$ cat config.mk
export PLATFORM = sky130hd
export DESIGN_NAME = hses_top
export DESIGN_NICKNAME = d
export VERILOG_FILES = /design/src/logic/hses_pkg.sv /design/src/logic/hses_oc_if.sv /design/src/logic/hses_top.sv /design/src/logic/hses_oc_filter.sv
export SDC_FILE = /design/constraint.sdc
export NUM_CORES = 1
export LEC_CHECK = 0
export BUFFER_PORTS_ARGS = -buffer_cell sky130_fd_sc_hd__buf_4
export CAP_MARGIN = 20
export CELL_PAD_IN_SITES_DETAIL_PLACEMENT = 2
export CELL_PAD_IN_SITES_GLOBAL_PLACEMENT = 2
export CORE_MARGIN = 8
export CORE_UTILIZATION = 37
export DETAILED_ROUTE_END_ITERATION = 12
export GPL_ROUTABILITY_DRIVEN = 0
export PLACE_DENSITY_LB_ADDON = 0.25
export SLEW_MARGIN = 20
export SYNTH_ARGS = -nofsm -noshare
export SYNTH_HDL_FRONTEND = slang
export SYNTH_SLANG_ARGS = --single-unit
$ cat constraint.sdc
create_clock -name clk -period 3.49 [get_ports clk]
set_input_delay 1.047 -clock clk [delete_from_list [all_inputs] [get_ports clk]]
set_output_delay 1.047 -clock clk [all_outputs]
set_load 0.02 [all_outputs]
$ cat src/logic/hses_pkg.sv
// constants and types shared by the hub strap and eeprom pin-select logic
`default_nettype none
package hses_pkg;
    // -------------------------------------------------------------------
    // sizes and timing
    // -------------------------------------------------------------------
    localparam int NPORTS = 4;
    localparam int CLK_PERIOD_PS = 8000;
    localparam int OC_FILTER_NS = 1000;
    localparam int OC_FILTER_CYCLES =
        (OC_FILTER_NS * 1000 + CLK_PERIOD_PS - 1) / CLK_PERIOD_PS;
    localparam int OC_CNT_W = 8;
    localparam logic [OC_CNT_W-1:0] OC_CNT_LAST =
        OC_CNT_W'(OC_FILTER_CYCLES - 1);
    localparam int STRAP_SETTLE_CYCLES = 4;
    localparam int SETTLE_W = 3;
    localparam logic [SETTLE_W-1:0] SETTLE_LAST =
        SETTLE_W'(STRAP_SETTLE_CYCLES - 1);

    // -------------------------------------------------------------------
    // values after reset
    // -------------------------------------------------------------------
    localparam logic RST_OE_N = 1'b1;
    localparam logic RST_PWR_N = 1'b1;
    localparam logic RST_LOW = 1'b0;

    // -------------------------------------------------------------------
    // strap capture sequence
    // -------------------------------------------------------------------
    typedef enum logic [2:0] {
        HSES_ST_SETTLE = 3'b001,
        HSES_ST_CAPTURE = 3'b010,
        HSES_ST_RUN = 3'b100
    } hses_state_e;
endpackage
`default_nettype wire

$ cat src/logic/hses_oc_if.sv
// overcurrent samples toward the filter and filtered faults back
`timescale 1ns/100ps
`default_nettype none
interface hses_oc_if;
    logic [3:0] raw_n;
    logic [3:0] fault;
    modport filt (input raw_n, output fault);
    modport user (output raw_n, input fault);
endinterface
`default_nettype wire

$ cat src/logic/hses_top.sv
// strap capture, eeprom pin select and downstream port power control
// -----------------------------------------------------------------------
// Notes on behaviour
// - a high power-source strap means bus-powered, low means self-powered.
// - the power-source strap is an active-high bus-power indicator.
// - a high eeprom-disable strap turns the eeprom interface fully off.
// - with eeprom off the clock pin stays idle and is left unconnected.
// - a low eeprom-disable strap makes the two pins eeprom clock and data.
// - with eeprom on the clock pin is a three-state serial clock output.
// - with eeprom on the data pin is a two-way serial data line.
// - with eeprom off the data pin is read as the gang-select strap.
// - ganged mode switches all ports together; any fault powers all off.
// - per-port mode powers and trips each port on its own.
// - overcurrent inputs are active low and noise filtered before use.
// -----------------------------------------------------------------------
`timescale 1ns/100ps
`default_nettype none
module hses_top (
    // clock and reset
    input wire logic clk,
    input wire logic rst_n,
    // configuration straps
    input wire logic power_source_strap,
    input wire logic eeprom_disable_strap,
    // eeprom clock pin
    output logic eeprom_serial_clock_o,
    output logic eeprom_serial_clock_oe_n,
    // eeprom data or gang strap pin
    input wire logic eeprom_data_or_gang_strap_i,
    output logic eeprom_data_or_gang_strap_o,
    output logic eeprom_data_or_gang_strap_oe_n,
    // downstream port pins
    input wire logic [3:0] port_overcurrent_n,
    output logic [3:0] port_power_enable_n,
    // eeprom engine side
    input wire logic ee_clk_level,
    input wire logic ee_clk_drive,
    input wire logic ee_data_level,
    input wire logic ee_data_drive,
    output logic ee_data_in,
    // hub engine side
    input wire logic [3:0] port_power_req,
    output logic [3:0] port_fault,
    output logic cfg_valid,
    output logic bus_powered,
    output logic eeprom_enabled,
    output logic gang_mode
);
    // -------------------------------------------------------------------
    // pin synchronisers
    // -------------------------------------------------------------------
    logic [6:0] sync1_q;
    logic [6:0] sync2_q;
    wire logic [6:0] pins_raw = {port_overcurrent_n,
        eeprom_data_or_gang_strap_i, eeprom_disable_strap,
        power_source_strap};
    wire logic s_pwr = sync2_q[0];
    wire logic s_eedis = sync2_q[1];
    wire logic s_data = sync2_q[2];
    wire logic [3:0] s_oc_n = sync2_q[6:3];

    // two stages before any logic looks at a pin
    always_ff @(posedge clk or negedge rst_n) begin
        if (!rst_n) begin
            sync1_q <= 7'h7f;
            sync2_q <= 7'h7f;
        end else begin
            sync1_q <= pins_raw;
            sync2_q <= sync1_q;
        end
    end

    // -------------------------------------------------------------------
    // strap capture sequence
    // -------------------------------------------------------------------
    hses_pkg::hses_state_e st_q;
    hses_pkg::hses_state_e st_d;
    logic [hses_pkg::SETTLE_W-1:0] settle_q;
    logic [hses_pkg::SETTLE_W-1:0] settle_d;
    logic bus_pwr_q;
    logic ee_en_q;
    logic gang_q;
    wire logic in_settle = st_q == hses_pkg::HSES_ST_SETTLE;
    wire logic in_capture = st_q == hses_pkg::HSES_ST_CAPTURE;
    wire logic run = st_q == hses_pkg::HSES_ST_RUN;

    // wait for the synchronisers to fill, capture once, then hold
    always_comb begin
        st_d = st_q;
        settle_d = settle_q;
        case (st_q)
            hses_pkg::HSES_ST_SETTLE: begin
                settle_d = settle_q + 1'b1;
                if (settle_q == hses_pkg::SETTLE_LAST) begin
                    st_d = hses_pkg::HSES_ST_CAPTURE;
                end
            end
            hses_pkg::HSES_ST_CAPTURE: begin
                st_d = hses_pkg::HSES_ST_RUN;
            end
            hses_pkg::HSES_ST_RUN: begin
                st_d = hses_pkg::HSES_ST_RUN;
            end
            default: begin
                st_d = hses_pkg::HSES_ST_SETTLE;
                settle_d = '0;
            end
        endcase
    end

    // state and captured configuration
    always_ff @(posedge clk or negedge rst_n) begin
        if (!rst_n) begin
            st_q <= hses_pkg::HSES_ST_SETTLE;
            settle_q <= '0;
            bus_pwr_q <= hses_pkg::RST_LOW;
            ee_en_q <= hses_pkg::RST_LOW;
            gang_q <= hses_pkg::RST_LOW;
        end else begin
            st_q <= st_d;
            settle_q <= settle_d;
            if (in_capture) begin
                bus_pwr_q <= s_pwr;
                ee_en_q <= !s_eedis;
                gang_q <= s_eedis && s_data;
            end
        end
    end

    // -------------------------------------------------------------------
    // overcurrent filtering
    // -------------------------------------------------------------------
    hses_oc_if ocif ();
    assign ocif.raw_n = s_oc_n;

    hses_oc_filter u_filter (
        .clk (clk),
        .rst_n (rst_n),
        .ocif (ocif.filt)
    );

    // -------------------------------------------------------------------
    // port power selection
    // -------------------------------------------------------------------
    logic [3:0] trip_q;
    logic [3:0] pwr_n_q;
    wire logic [3:0] req_eff = gang_q ? {4{port_power_req[0]}}
                                      : port_power_req;
    wire logic [3:0] fault_eff = gang_q ? {4{|ocif.fault}}
                                        : ocif.fault;
    wire logic [3:0] trip_d = fault_eff | (trip_q & req_eff);
    wire logic [3:0] pwr_n_d = ~({4{run}} & req_eff & ~trip_d);

    // a trip holds until the port's request drops; a new fault wins
    always_ff @(posedge clk or negedge rst_n) begin
        if (!rst_n) begin
            trip_q <= 4'h0;
            pwr_n_q <= {4{hses_pkg::RST_PWR_N}};
        end else begin
            trip_q <= trip_d;
            pwr_n_q <= pwr_n_d;
        end
    end

    // -------------------------------------------------------------------
    // eeprom pin drive
    // -------------------------------------------------------------------
    logic clk_o_q;
    logic clk_oe_n_q;
    logic dat_o_q;
    logic dat_oe_n_q;
    logic dat_in_q;
    wire logic ee_live = run && ee_en_q;

    // pins stay released unless the interface is live
    always_ff @(posedge clk or negedge rst_n) begin
        if (!rst_n) begin
            clk_o_q <= hses_pkg::RST_LOW;
            clk_oe_n_q <= hses_pkg::RST_OE_N;
            dat_o_q <= hses_pkg::RST_LOW;
            dat_oe_n_q <= hses_pkg::RST_OE_N;
            dat_in_q <= hses_pkg::RST_LOW;
        end else begin
            clk_o_q <= ee_live && ee_clk_level;
            clk_oe_n_q <= !(ee_live && ee_clk_drive);
            dat_o_q <= ee_live && ee_data_level;
            dat_oe_n_q <= !(ee_live && ee_data_drive);
            dat_in_q <= ee_live && s_data;
        end
    end

    // -------------------------------------------------------------------
    // outputs
    // -------------------------------------------------------------------
    assign eeprom_serial_clock_o = clk_o_q;
    assign eeprom_serial_clock_oe_n = clk_oe_n_q;
    assign eeprom_data_or_gang_strap_o = dat_o_q;
    assign eeprom_data_or_gang_strap_oe_n = dat_oe_n_q;
    assign ee_data_in = dat_in_q;
    assign port_power_enable_n = pwr_n_q;
    assign port_fault = trip_q;
    assign cfg_valid = run;
    assign bus_powered = bus_pwr_q;
    assign eeprom_enabled = ee_en_q;
    assign gang_mode = gang_q;
endmodule
`default_nettype wire

$ cat src/logic/hses_oc_filter.sv
// per-port noise filter for the active-low overcurrent inputs
`timescale 1ns/100ps
`default_nettype none
module hses_oc_filter (
    // clock and reset
    input wire logic clk,
    input wire logic rst_n,
    // samples in, filtered faults out
    hses_oc_if.filt ocif
);
    // -------------------------------------------------------------------
    // one filter per port: level must hold for the whole window to count
    // -------------------------------------------------------------------
    for (genvar i = 0; i < hses_pkg::NPORTS; i++) begin : g_port
        logic [hses_pkg::OC_CNT_W-1:0] cnt_q;
        logic [hses_pkg::OC_CNT_W-1:0] cnt_d;
        logic flt_q;
        logic flt_d;
        wire logic differs = (~ocif.raw_n[i]) != flt_q;
        wire logic done = differs && (cnt_q == hses_pkg::OC_CNT_LAST);

        // counter restarts whenever the sample agrees with the output
        assign cnt_d = (!differs || done) ? '0 : cnt_q + 1'b1;
        assign flt_d = done ? ~flt_q : flt_q;
        assign ocif.fault[i] = flt_q;

        // filter state
        always_ff @(posedge clk or negedge rst_n) begin
            if (!rst_n) begin
                cnt_q <= '0;
                flt_q <= hses_pkg::RST_LOW;
            end else begin
                cnt_q <= cnt_d;
                flt_q <= flt_d;
            end
        end
    end
endmodule
`default_nettype wire

==> results.ini, run 1 <==
[worst_setup_path]
cp-start-kind=flop
rr_endpoint=port_power_enable_n[3]
crit_path_top_delay_cell=dfrtp_1
path_cells=inv_1, nor3_4, buf_4
critPathKind=flop to output port
crit_buf_inv=2
cp-end-kind=output port
cp_top_family=flip-flops
reg2regPathDepth=4
cp_max_fo=8
critPathArrivalTime_ps=1360
slowest_delay_ps=420
required_ps=2440
rrSetupSlack_ps=1880
r2r_start=u_filter.g_port[3].flt_q

[layout]
area_growth_pct=16.7
instances_no_fill=418
drive_above_1_share_pct=24.6
diodes=0
stdcell_area_mm2=0.00356
final_core_util_pct=44.0
nets=335

[logic_synthesis]
async_flop_share_pct=100
yosys.area.top_type=dfrtp_1
ys_types=47
ys_warn_count=0
synth_edf_count=0
synthCells=268
syn-cell-area_mm2=0.00305
synth_nets=295
yosys-top-cells-area=dfrtp_1 (42%), dfstp_2 (18%), ha_1 (4.1%), nor2_1 (3.1%), a21oi_1 (3.0%)
yosysTopAreaCellShare_pct=41.9
ys_seq_elements=72
synth.yosys.seq_area_share_pct=60.0
synth.avg_cell_area_um2=11.4
synthFlopType=dfrtp_1

[sta]
fin_skew_ps=7.59
hold_slack_ps=357
period_share_pct=69.0
finalSetupViolations=0
tightest_slew_ps=916
maxSlewViolCount=0
slew_headroom_pct=38.9
finalHoldViolations=0
max_freq_mhz=415
setup_tns_ps=0
finalCriticalPeriod_ps=2410
rsz0062_at_grt=false

[die]
initial_core_util_pct=37.7
die_w_um=107
num_io_pins=34
rows=33
dieArea_mm2=0.0114
chipHeight_um=107
fp.coreArea_mm2=0.00809

[grt]
use_met2_pct=18.8
grt_pass1_wl_um=11600
grt_max_degree=73
grt_usage_pct=12.7
antenna_found_initial=0
grt_pass1_vias=2272
grt_most_used_layer=met2
grtUsageMet1_pct=16.4
grt-ovfl-total=0
met3_usage_pct=4.14

[min_path]
min_path_type=flop to flop
whs_path_depth=0
hold_end=sync2_q[2]
hold_start=sync1_q[2]

[clock_network]
tritoncts=yes
clk_pin_slew_ps=70
postCtsSetupBuffers=0
h-tree-depth=3
cts_resized=0
clock_latency_ps=340
cts_hold_buf=0
numCtsBuffers=9
clock-root-buffer=clkbuf_8
cts_buffer_depth=2
clock-sinks=72

[pwr]
ir_drop_v=0.000222
power.leakage_nw=1.60
power_density_mw_per_mm2=444

[place]
dpl.cell_count=402
dpl_cell_area_mm2=0.00339
port_buffers=33
dp_hpwl_um=4840

[routing]
drt_iter0_drc=25
avgViaCountPerCell=5.08
dr.pass1.iters=4
drc=0
ant_nets=0
vias=2124
wl_um=6700
wire_per_inst_um=16.0

[job]
maxCapViolCount=0

[status]
status=finished, final reports clean

[per-stage QoR]
step	setup WS [ps]	power, mW
after CTS	1050	1.62
after global placement	1450	1.02
after floorplan	1640	0.963
after global routing	999	1.66
after detailed placement	1430	1.03
final	1080	1.58
[cells in the mapped netlist, drive strengths merged (3+ instances only)]
cell type / instances
nand4b: 3
nand3: 16
nand4: 4
xor2: 10
and3: 6
a21oi: 18
nand2: 22
nor3: 4
xnor2: 8
clkbuf: 3
dfrtp: 51
o211ai: 4
nor2: 25
o21ai: 14
inv: 15
ha: 10
or3: 8
dfstp: 21
[final cells by class]
type	count	area (µm²)
inverters	15	56.3
clock inverters	7	48.8
flip-flops and latches	72	1830
multi-input cells	177	1120
fillers	871	4530
repair buffers	33	248
well taps	105	131
clock buffers	9	124
[where the power goes]
| group | internal [mW] | total [mW] | switching, mW |
|---|---|---|---|
| logic | 0.0451 | 0.108 | 0.0629 |
| registers | 0.871 | 0.897 | 0.0252 |
| clock network | 0.256 | 0.578 | 0.322 |
| total | 1.17 | 1.58 | 0.410 |
[worst register-to-register path: cells and delay by family, from the launching register on]
family / cells / cell delay [ps]
flops: 1 / 440
compound gates: 1 / 190
simple gates: 3 / 900
[cells in the final DEF, fill, tap and decap left out, drive strengths merged, types with 3 or more instances in the layout]
master and n:
nor3 4, o21ai 14, xor2 10, nand4b 3
or3 8, nand2 22, clkinvlp 4, inv 15
clkbuf 9, and3 6, nor2 25, nand3 16
a21oi 18, ha 10, o211ai 4, clkinv 3
dfrtp 51, nand4 4, dfstp 21, buf 33
xnor2 8
[registers in the layout, summed over array words and instances (netlist names)]
register	count
bus_powered	1
ee_data_in	1
eeprom_data_or_gang_strap_o	1
eeprom_data_or_gang_strap_oe_n	1
eeprom_enabled	1
eeprom_serial_clock_o	1
eeprom_serial_clock_oe_n	1
gang_mode	1
port_fault	4
port_power_enable_n	4
settle_q	3
st_q	3
sync1_q	7
sync2_q	7
u_filter.g_port.cnt_q	32
u_filter.g_port.flt_q	4
[cells by family after synthesis]
family	after synthesis	synth area share (%)
AND/OR/NAND/NOR	99	17.0
XOR/XNOR	18	5.17
flip-flops	72	60.0
adder cells (fa/ha/maj)	10	4.10
AO/OA/AOI/OAI	47	9.52
multiplexers	3	1.07
buffers and inverters	19	3.20
[worst max path at each step]
stage	cells after the start	slack [ps]	end	startpoint
floorplan	1	1640	cfg_valid	st_q[1]
global placement	2	1450	cfg_valid	st_q[1]
finish	3	1080	cfg_valid	st_q[2]
global route	3	1000	cfg_valid	st_q[2]
detailed placement	2	1430	cfg_valid	st_q[1]
CTS	2	1050	cfg_valid	st_q[1]
[routing by layer]
| metal | share of wire, % | vias up |
|---|---|---|
| met5 | 0 | - |
| met2 | 45 | 33 |
| met1 | 48 | 1082 |
| met3 | 5.3 | 6 |
| li1 | - | 1003 |
| met4 | 1.2 | 0 |
Note: power is estimated with default switching activity, not from simulation.
==> run 2, diff against run 1 <==
- ABC_AREA: unset -> 1
- CORE_UTILIZATION: 37 -> 32
- clock period: 3.49 -> 2.15 ns (I/O delays scaled with it)
==> run 2 against run 1 <==
Net effect:
- sequential cell count unchanged
- register-to-register slack worse by 1100 ps
- via count up 14%
- worst setup slack worse by 960 ps
- largest power group unchanged
==> results.ini, run 2 <==
[worst_setup_path]
slowest_delay_ps=550
path_cells=inv_1, nand3_1, inv_1, buf_4
critPathKind=flop to output port
r2r_start=u_filter.g_port[3].cnt_q[0]
critPathArrivalTime_ps=1380
rr_endpoint=u_filter.g_port[3].cnt_q[4]
cp_max_fo=5
required_ps=1500
crit_path_top_delay_cell=dfstp_2
cp-start-kind=flop
reg2regPathDepth=7
cp-end-kind=output port
rrSetupSlack_ps=820
crit_path_start=st_q[0]
endpoint=cfg_valid
cp_common_cell=inv_1

[layout]
top_register=u_filter.g_port.cnt_q
area_growth_pct=19.6
reg_top3=u_filter.g_port.cnt_q: 32 flops, sync1_q: 7 flops, sync2_q: 7 flops
drive_above_1_share_pct=22.3
fillers=1103
multi_input_area_mm2=0.00116
final_common_cell=nand2_1
ff_latch_area_mm2=0.00183
final_core_util_pct=39.1
layout_common_cells=nand2_1 (79), nor2_1 (67), dfrtp_1 (51), inv_1 (46), buf_4 (34)
largest_reg_flops=32
stdcell_area_mm2=0.00379
diodes=0
nets=425

[routing]
wl_um=7520
avgViaCountPerCell=4.50
dr.pass1.iters=4
ant_nets=0
wire_per_inst_um=14.0
drt_iter0_drc=54
drc=0
vias=2412

[logic_synthesis]
synth_nets=380
synth_common_cells=nand2_1 (79), nor2_1 (67), dfrtp_1 (51), inv_1 (46), nand3_1 (27)
synth_edf_count=0
ys_seq_elements=72
yosys.area.top_type=dfrtp_1
ys_warn_count=0
syn-cell-area_mm2=0.00317
yosys-top-cells-area=dfrtp_1 (40%), dfstp_2 (17%), nand2_1 (9.4%), nor2_1 (7.9%), inv_1 (5.5%)
synth.avg_cell_area_um2=8.97
synth_most_common_cell=nand2_1
ys_types=20
synth.yosys.seq_area_share_pct=57.7
yosysTopAreaCellShare_pct=40.3
synthFlopType=dfrtp_1
async_flop_share_pct=100
synthCells=353

[clock_network]
clock_latency_ps=360
numCtsBuffers=9
clock-root-buffer=clkbuf_8
h-tree-depth=3
tritoncts=yes
cts_resized=0
clock-sinks=72
cts_buffer_depth=2
postCtsSetupBuffers=0
cts_hold_buf=0
clk_pin_slew_ps=90

[place]
port_buffers=33
dpl_cell_area_mm2=0.00360
dp_hpwl_um=5510

[sta]
hold_slack_ps=228
finalCriticalPeriod_ps=2030
max_freq_mhz=493
tightest_slew_ps=442
finalSetupViolations=0
rsz0062_at_grt=false
slew_headroom_pct=70.5
fin_skew_ps=10.9
period_share_pct=94.3
setup_tns_ps=0
finalHoldViolations=0
maxSlewViolCount=0

[grt]
grt_pass1_wl_um=13100
grt_max_degree=33
antenna_found_initial=0
grt-ovfl-total=0
grt_pass1_vias=2799
grt_usage_pct=12.5

[die]
die_w_um=115
fp.coreArea_mm2=0.00968
chipHeight_um=115
num_io_pins=34
initial_core_util_pct=32.7
rows=36
dieArea_mm2=0.0133

[pwr]
power.leakage_nw=1.80
ir_drop_v=0.000306
power_density_mw_per_mm2=704
finalPower_mw=2.67

[job]
maxCapViolCount=0

[min_path]
min_path_type=primary input to async pin

[status]
status=finished, final reports clean

run 2: metrics by stage:
stage | setup WS [ps] | cells
after floorplan | 696 | 353
after global placement | 553 | 520
after detailed placement | 518 | 520
after CTS | 100 | 536
after global routing | 33.8 | 536
final | 122 | 536
run 2: final cells by class:
type / count / share of cell area (%)
Timing Repair Buffer: 35 / 7.27
Clock buffer: 9 / 3.27
Clock inverter: 7 / 1.62
Sequential cell: 72 / 48.3
Tap cell: 133 / 4.40
Inverter: 46 / 4.56
Multi-Input combinational cell: 234 / 30.6
run 2: power by group:
group / leakage, nW / internal [mW] / total, mW / switching, mW
Sequential: 0.904 / 1.41 / 1.45 / 0.0368
Clock: 0.0888 / 0.440 / 1.03 / 0.588
Combinational: 0.809 / 0.0749 / 0.187 / 0.112
Total: 1.80 / 1.93 / 2.67 / 0.737
run 2: metal layers:
metal,up-vias,global-route usage [%],routed length (µm)
li1,1172,-,-
met1,1195,13.7,3300
met2,33,22.1,3810
met3,12,3.70,289
met4,0,4.73,121
met5,-,0,0
run 2: worst min-delay path by stage:
stage	to	slack, ps
2_1_floorplan	bus_powered	350
3_3_place_gp	sync2_q[4]	350
3_5_place_dp	sync2_q[3]	350
4_1_cts	u_filter.g_port[2].cnt_q[0]	230
5_1_grt	u_filter.g_port[2].cnt_q[0]	240
6_report	u_filter.g_port[2].cnt_q[0]	230
run 2: cells by family (layout without fill, tap and decap cells):
group	after synthesis	in the layout	share of synthesized area, %
flip-flops	72	72	57.7
XOR/XNOR	13	13	3.60
AND/OR/NAND/NOR	193	193	26.1
buffers and inverters	47	97	5.69
adder cells (fa/ha/maj)	10	10	3.95
AO/OA/AOI/OAI	18	18	2.92
run 2: critical path, delay by kind of cell, from the launching register on:
family,cells,cell delay (ps)
simple gates,1,150
buf+inv,3,330
flops,1,550
==> run 3, diff against run 2 <==
- CORE_UTILIZATION: 32 -> 37
- GPL_ROUTABILITY_DRIVEN: 0 -> unset
- clock period: 2.15 -> 2.5 ns (I/O delays scaled with it)
==> run 3 against run 2 <==
Net effect:
- first-iteration DRC count increased by 3.7%
- sequential power fell by 14%
- final cell count down 5.4%
- register-to-register slack better by 310 ps
- combinational power down 12%
- routed wire length is 13% higher
- worst hold slack improved by 100 ps
- clock-buffer cell count stayed put
- die area shrank 12%
- critical path type unchanged
- largest cell class unchanged
- largest power group unchanged
- highest routed layer unchanged
==> results.ini, run 3 (synthesized netlist as in run 2, its figures left out) <==
[die]
initial_core_util_pct=38.3
fp.coreArea_mm2=0.00826
dieArea_mm2=0.0118
rows=33
die_w_um=109
num_io_pins=34
chipHeight_um=109

[routing]
drc=0
drt_iter0_drc=56
ant_nets=0
avgViaCountPerCell=4.88
wire_per_inst_um=16.7
dr.pass1.iters=4
wl_um=8470
vias=2475

[worst_setup_path]
required_ps=1750
crit_path_top_delay_cell=dfstp_2
critPathKind=flop to output port
r2r_start=st_q[0]
cp_common_cell=inv_1
cp_max_fo=5
cp_top_family=flip-flops
slowest_delay_ps=550
path_cells=inv_1, nand3_1, inv_1, buf_4
crit_buf_inv=3
critPathArrivalTime_ps=1450
cp-end-kind=output port
crit_path_start=st_q[0]
cp-start-kind=flop

[sta]
slew_headroom_pct=71.1
tightest_slew_ps=434
finalCriticalPeriod_ps=2200
rsz0062_at_grt=false
period_share_pct=88.0
maxSlewViolCount=0
finalSetupViolations=0
setup_tns_ps=0
max_freq_mhz=454
hold_slack_ps=332
fin_skew_ps=9.34
finalHoldViolations=0

[pwr]
power_density_mw_per_mm2=655
finalPower_mw=2.48
ir_drop_v=0.000351
power.leakage_nw=1.82

[layout]
diodes=0
area_growth_pct=19.5
nets=424
instances_no_fill=507
final_common_cell=nand2_1
drive_above_1_share_pct=22.1
reg_top3=u_filter.g_port.cnt_q: 32 flops, sync1_q: 7 flops, sync2_q: 7 flops
fillers=946
top_register=u_filter.g_port.cnt_q
largest_reg_flops=32
layout_common_cells=nand2_1 (79), nor2_1 (67), dfrtp_1 (51), inv_1 (46), buf_4 (33)

[job]
maxCapViolCount=0

[grt]
grt_pass1_wl_um=14400
grt_pass1_vias=2922
antenna_found_initial=0
grt_max_degree=42
grt-ovfl-total=0
grt_usage_pct=15.8

[clock_network]
numCtsBuffers=9
clock-root-buffer=clkbuf_8
cts_resized=0
tritoncts=yes
h-tree-depth=3
clock-sinks=72
cts_buffer_depth=2
cts_hold_buf=0
clock_latency_ps=350
postCtsSetupBuffers=0
clk_pin_slew_ps=90

[place]
dp_hpwl_um=5670
dpl.cell_count=491
gp_congestion=0.699
port_buffers=33

[min_path]
min_path_type=primary input to async pin

[status]
status=finished, final reports clean

==> run 3: changes by cell type in the layout (fill, tap and decap cells not counted), sizes merged <==
cell      delta
bufinv       +2
inv          -2
buf          -1
clkinv       +1
clkinvlp     -1
==> run 3: per-stage QoR <==
stage	setup WS [ps]	area, µm²	util, %
detailed placement	768	3560	43.1
CTS	293	3780	45.8
global placement	797	3560	43.1
global route	216	3780	45.8
finish	300	3780	45.8
floorplan	941	3170	-
==> run 3: worst paths after layout <==
kind	end	cells after the start	slack (ps)
max reg2reg	settle_q[1]	5	1130
max	cfg_valid	4	300
min	u_filter.g_port[0].cnt_q[1]	1	330
min reg2reg	sync2_q[0]	0	360
min in group clk	sync2_q[0]	0	360
max in group asynchronous	sync1_q[4]	2	1540
==> run 3: layer usage <==
| layer | global-route usage [%] | vias up | routed length [µm] |
|---|---|---|---|
| met3 | 3.39 | 13 | 331 |
| met2 | 28.6 | 47 | 4510 |
| met4 | 6.65 | 0 | 157 |
| li1 | - | 1169 | - |
| met1 | 17.5 | 1246 | 3470 |
| met5 | 0 | - | 0 |
==> run 3: where the power goes <==
| part | internal (mW) | leakage, nW | switching, mW |
|---|---|---|---|
| logic | 0.0639 | 0.804 | 0.0997 |
| clock network | 0.572 | 0.110 | 0.494 |
| registers | 1.22 | 0.904 | 0.0333 |
==> run 3: layout make-up <==
class | count | area (µm²) | area share, %
timing repair buffer | 34 | 268 | 7.07
multi-input combinational | 234 | 1160 | 30.6
clock buffer | 9 | 124 | 3.27
sequential | 72 | 1830 | 48.3
tap | 105 | 131 | 3.47
inverter | 46 | 173 | 4.56
clock inverter | 7 | 103 | 2.71
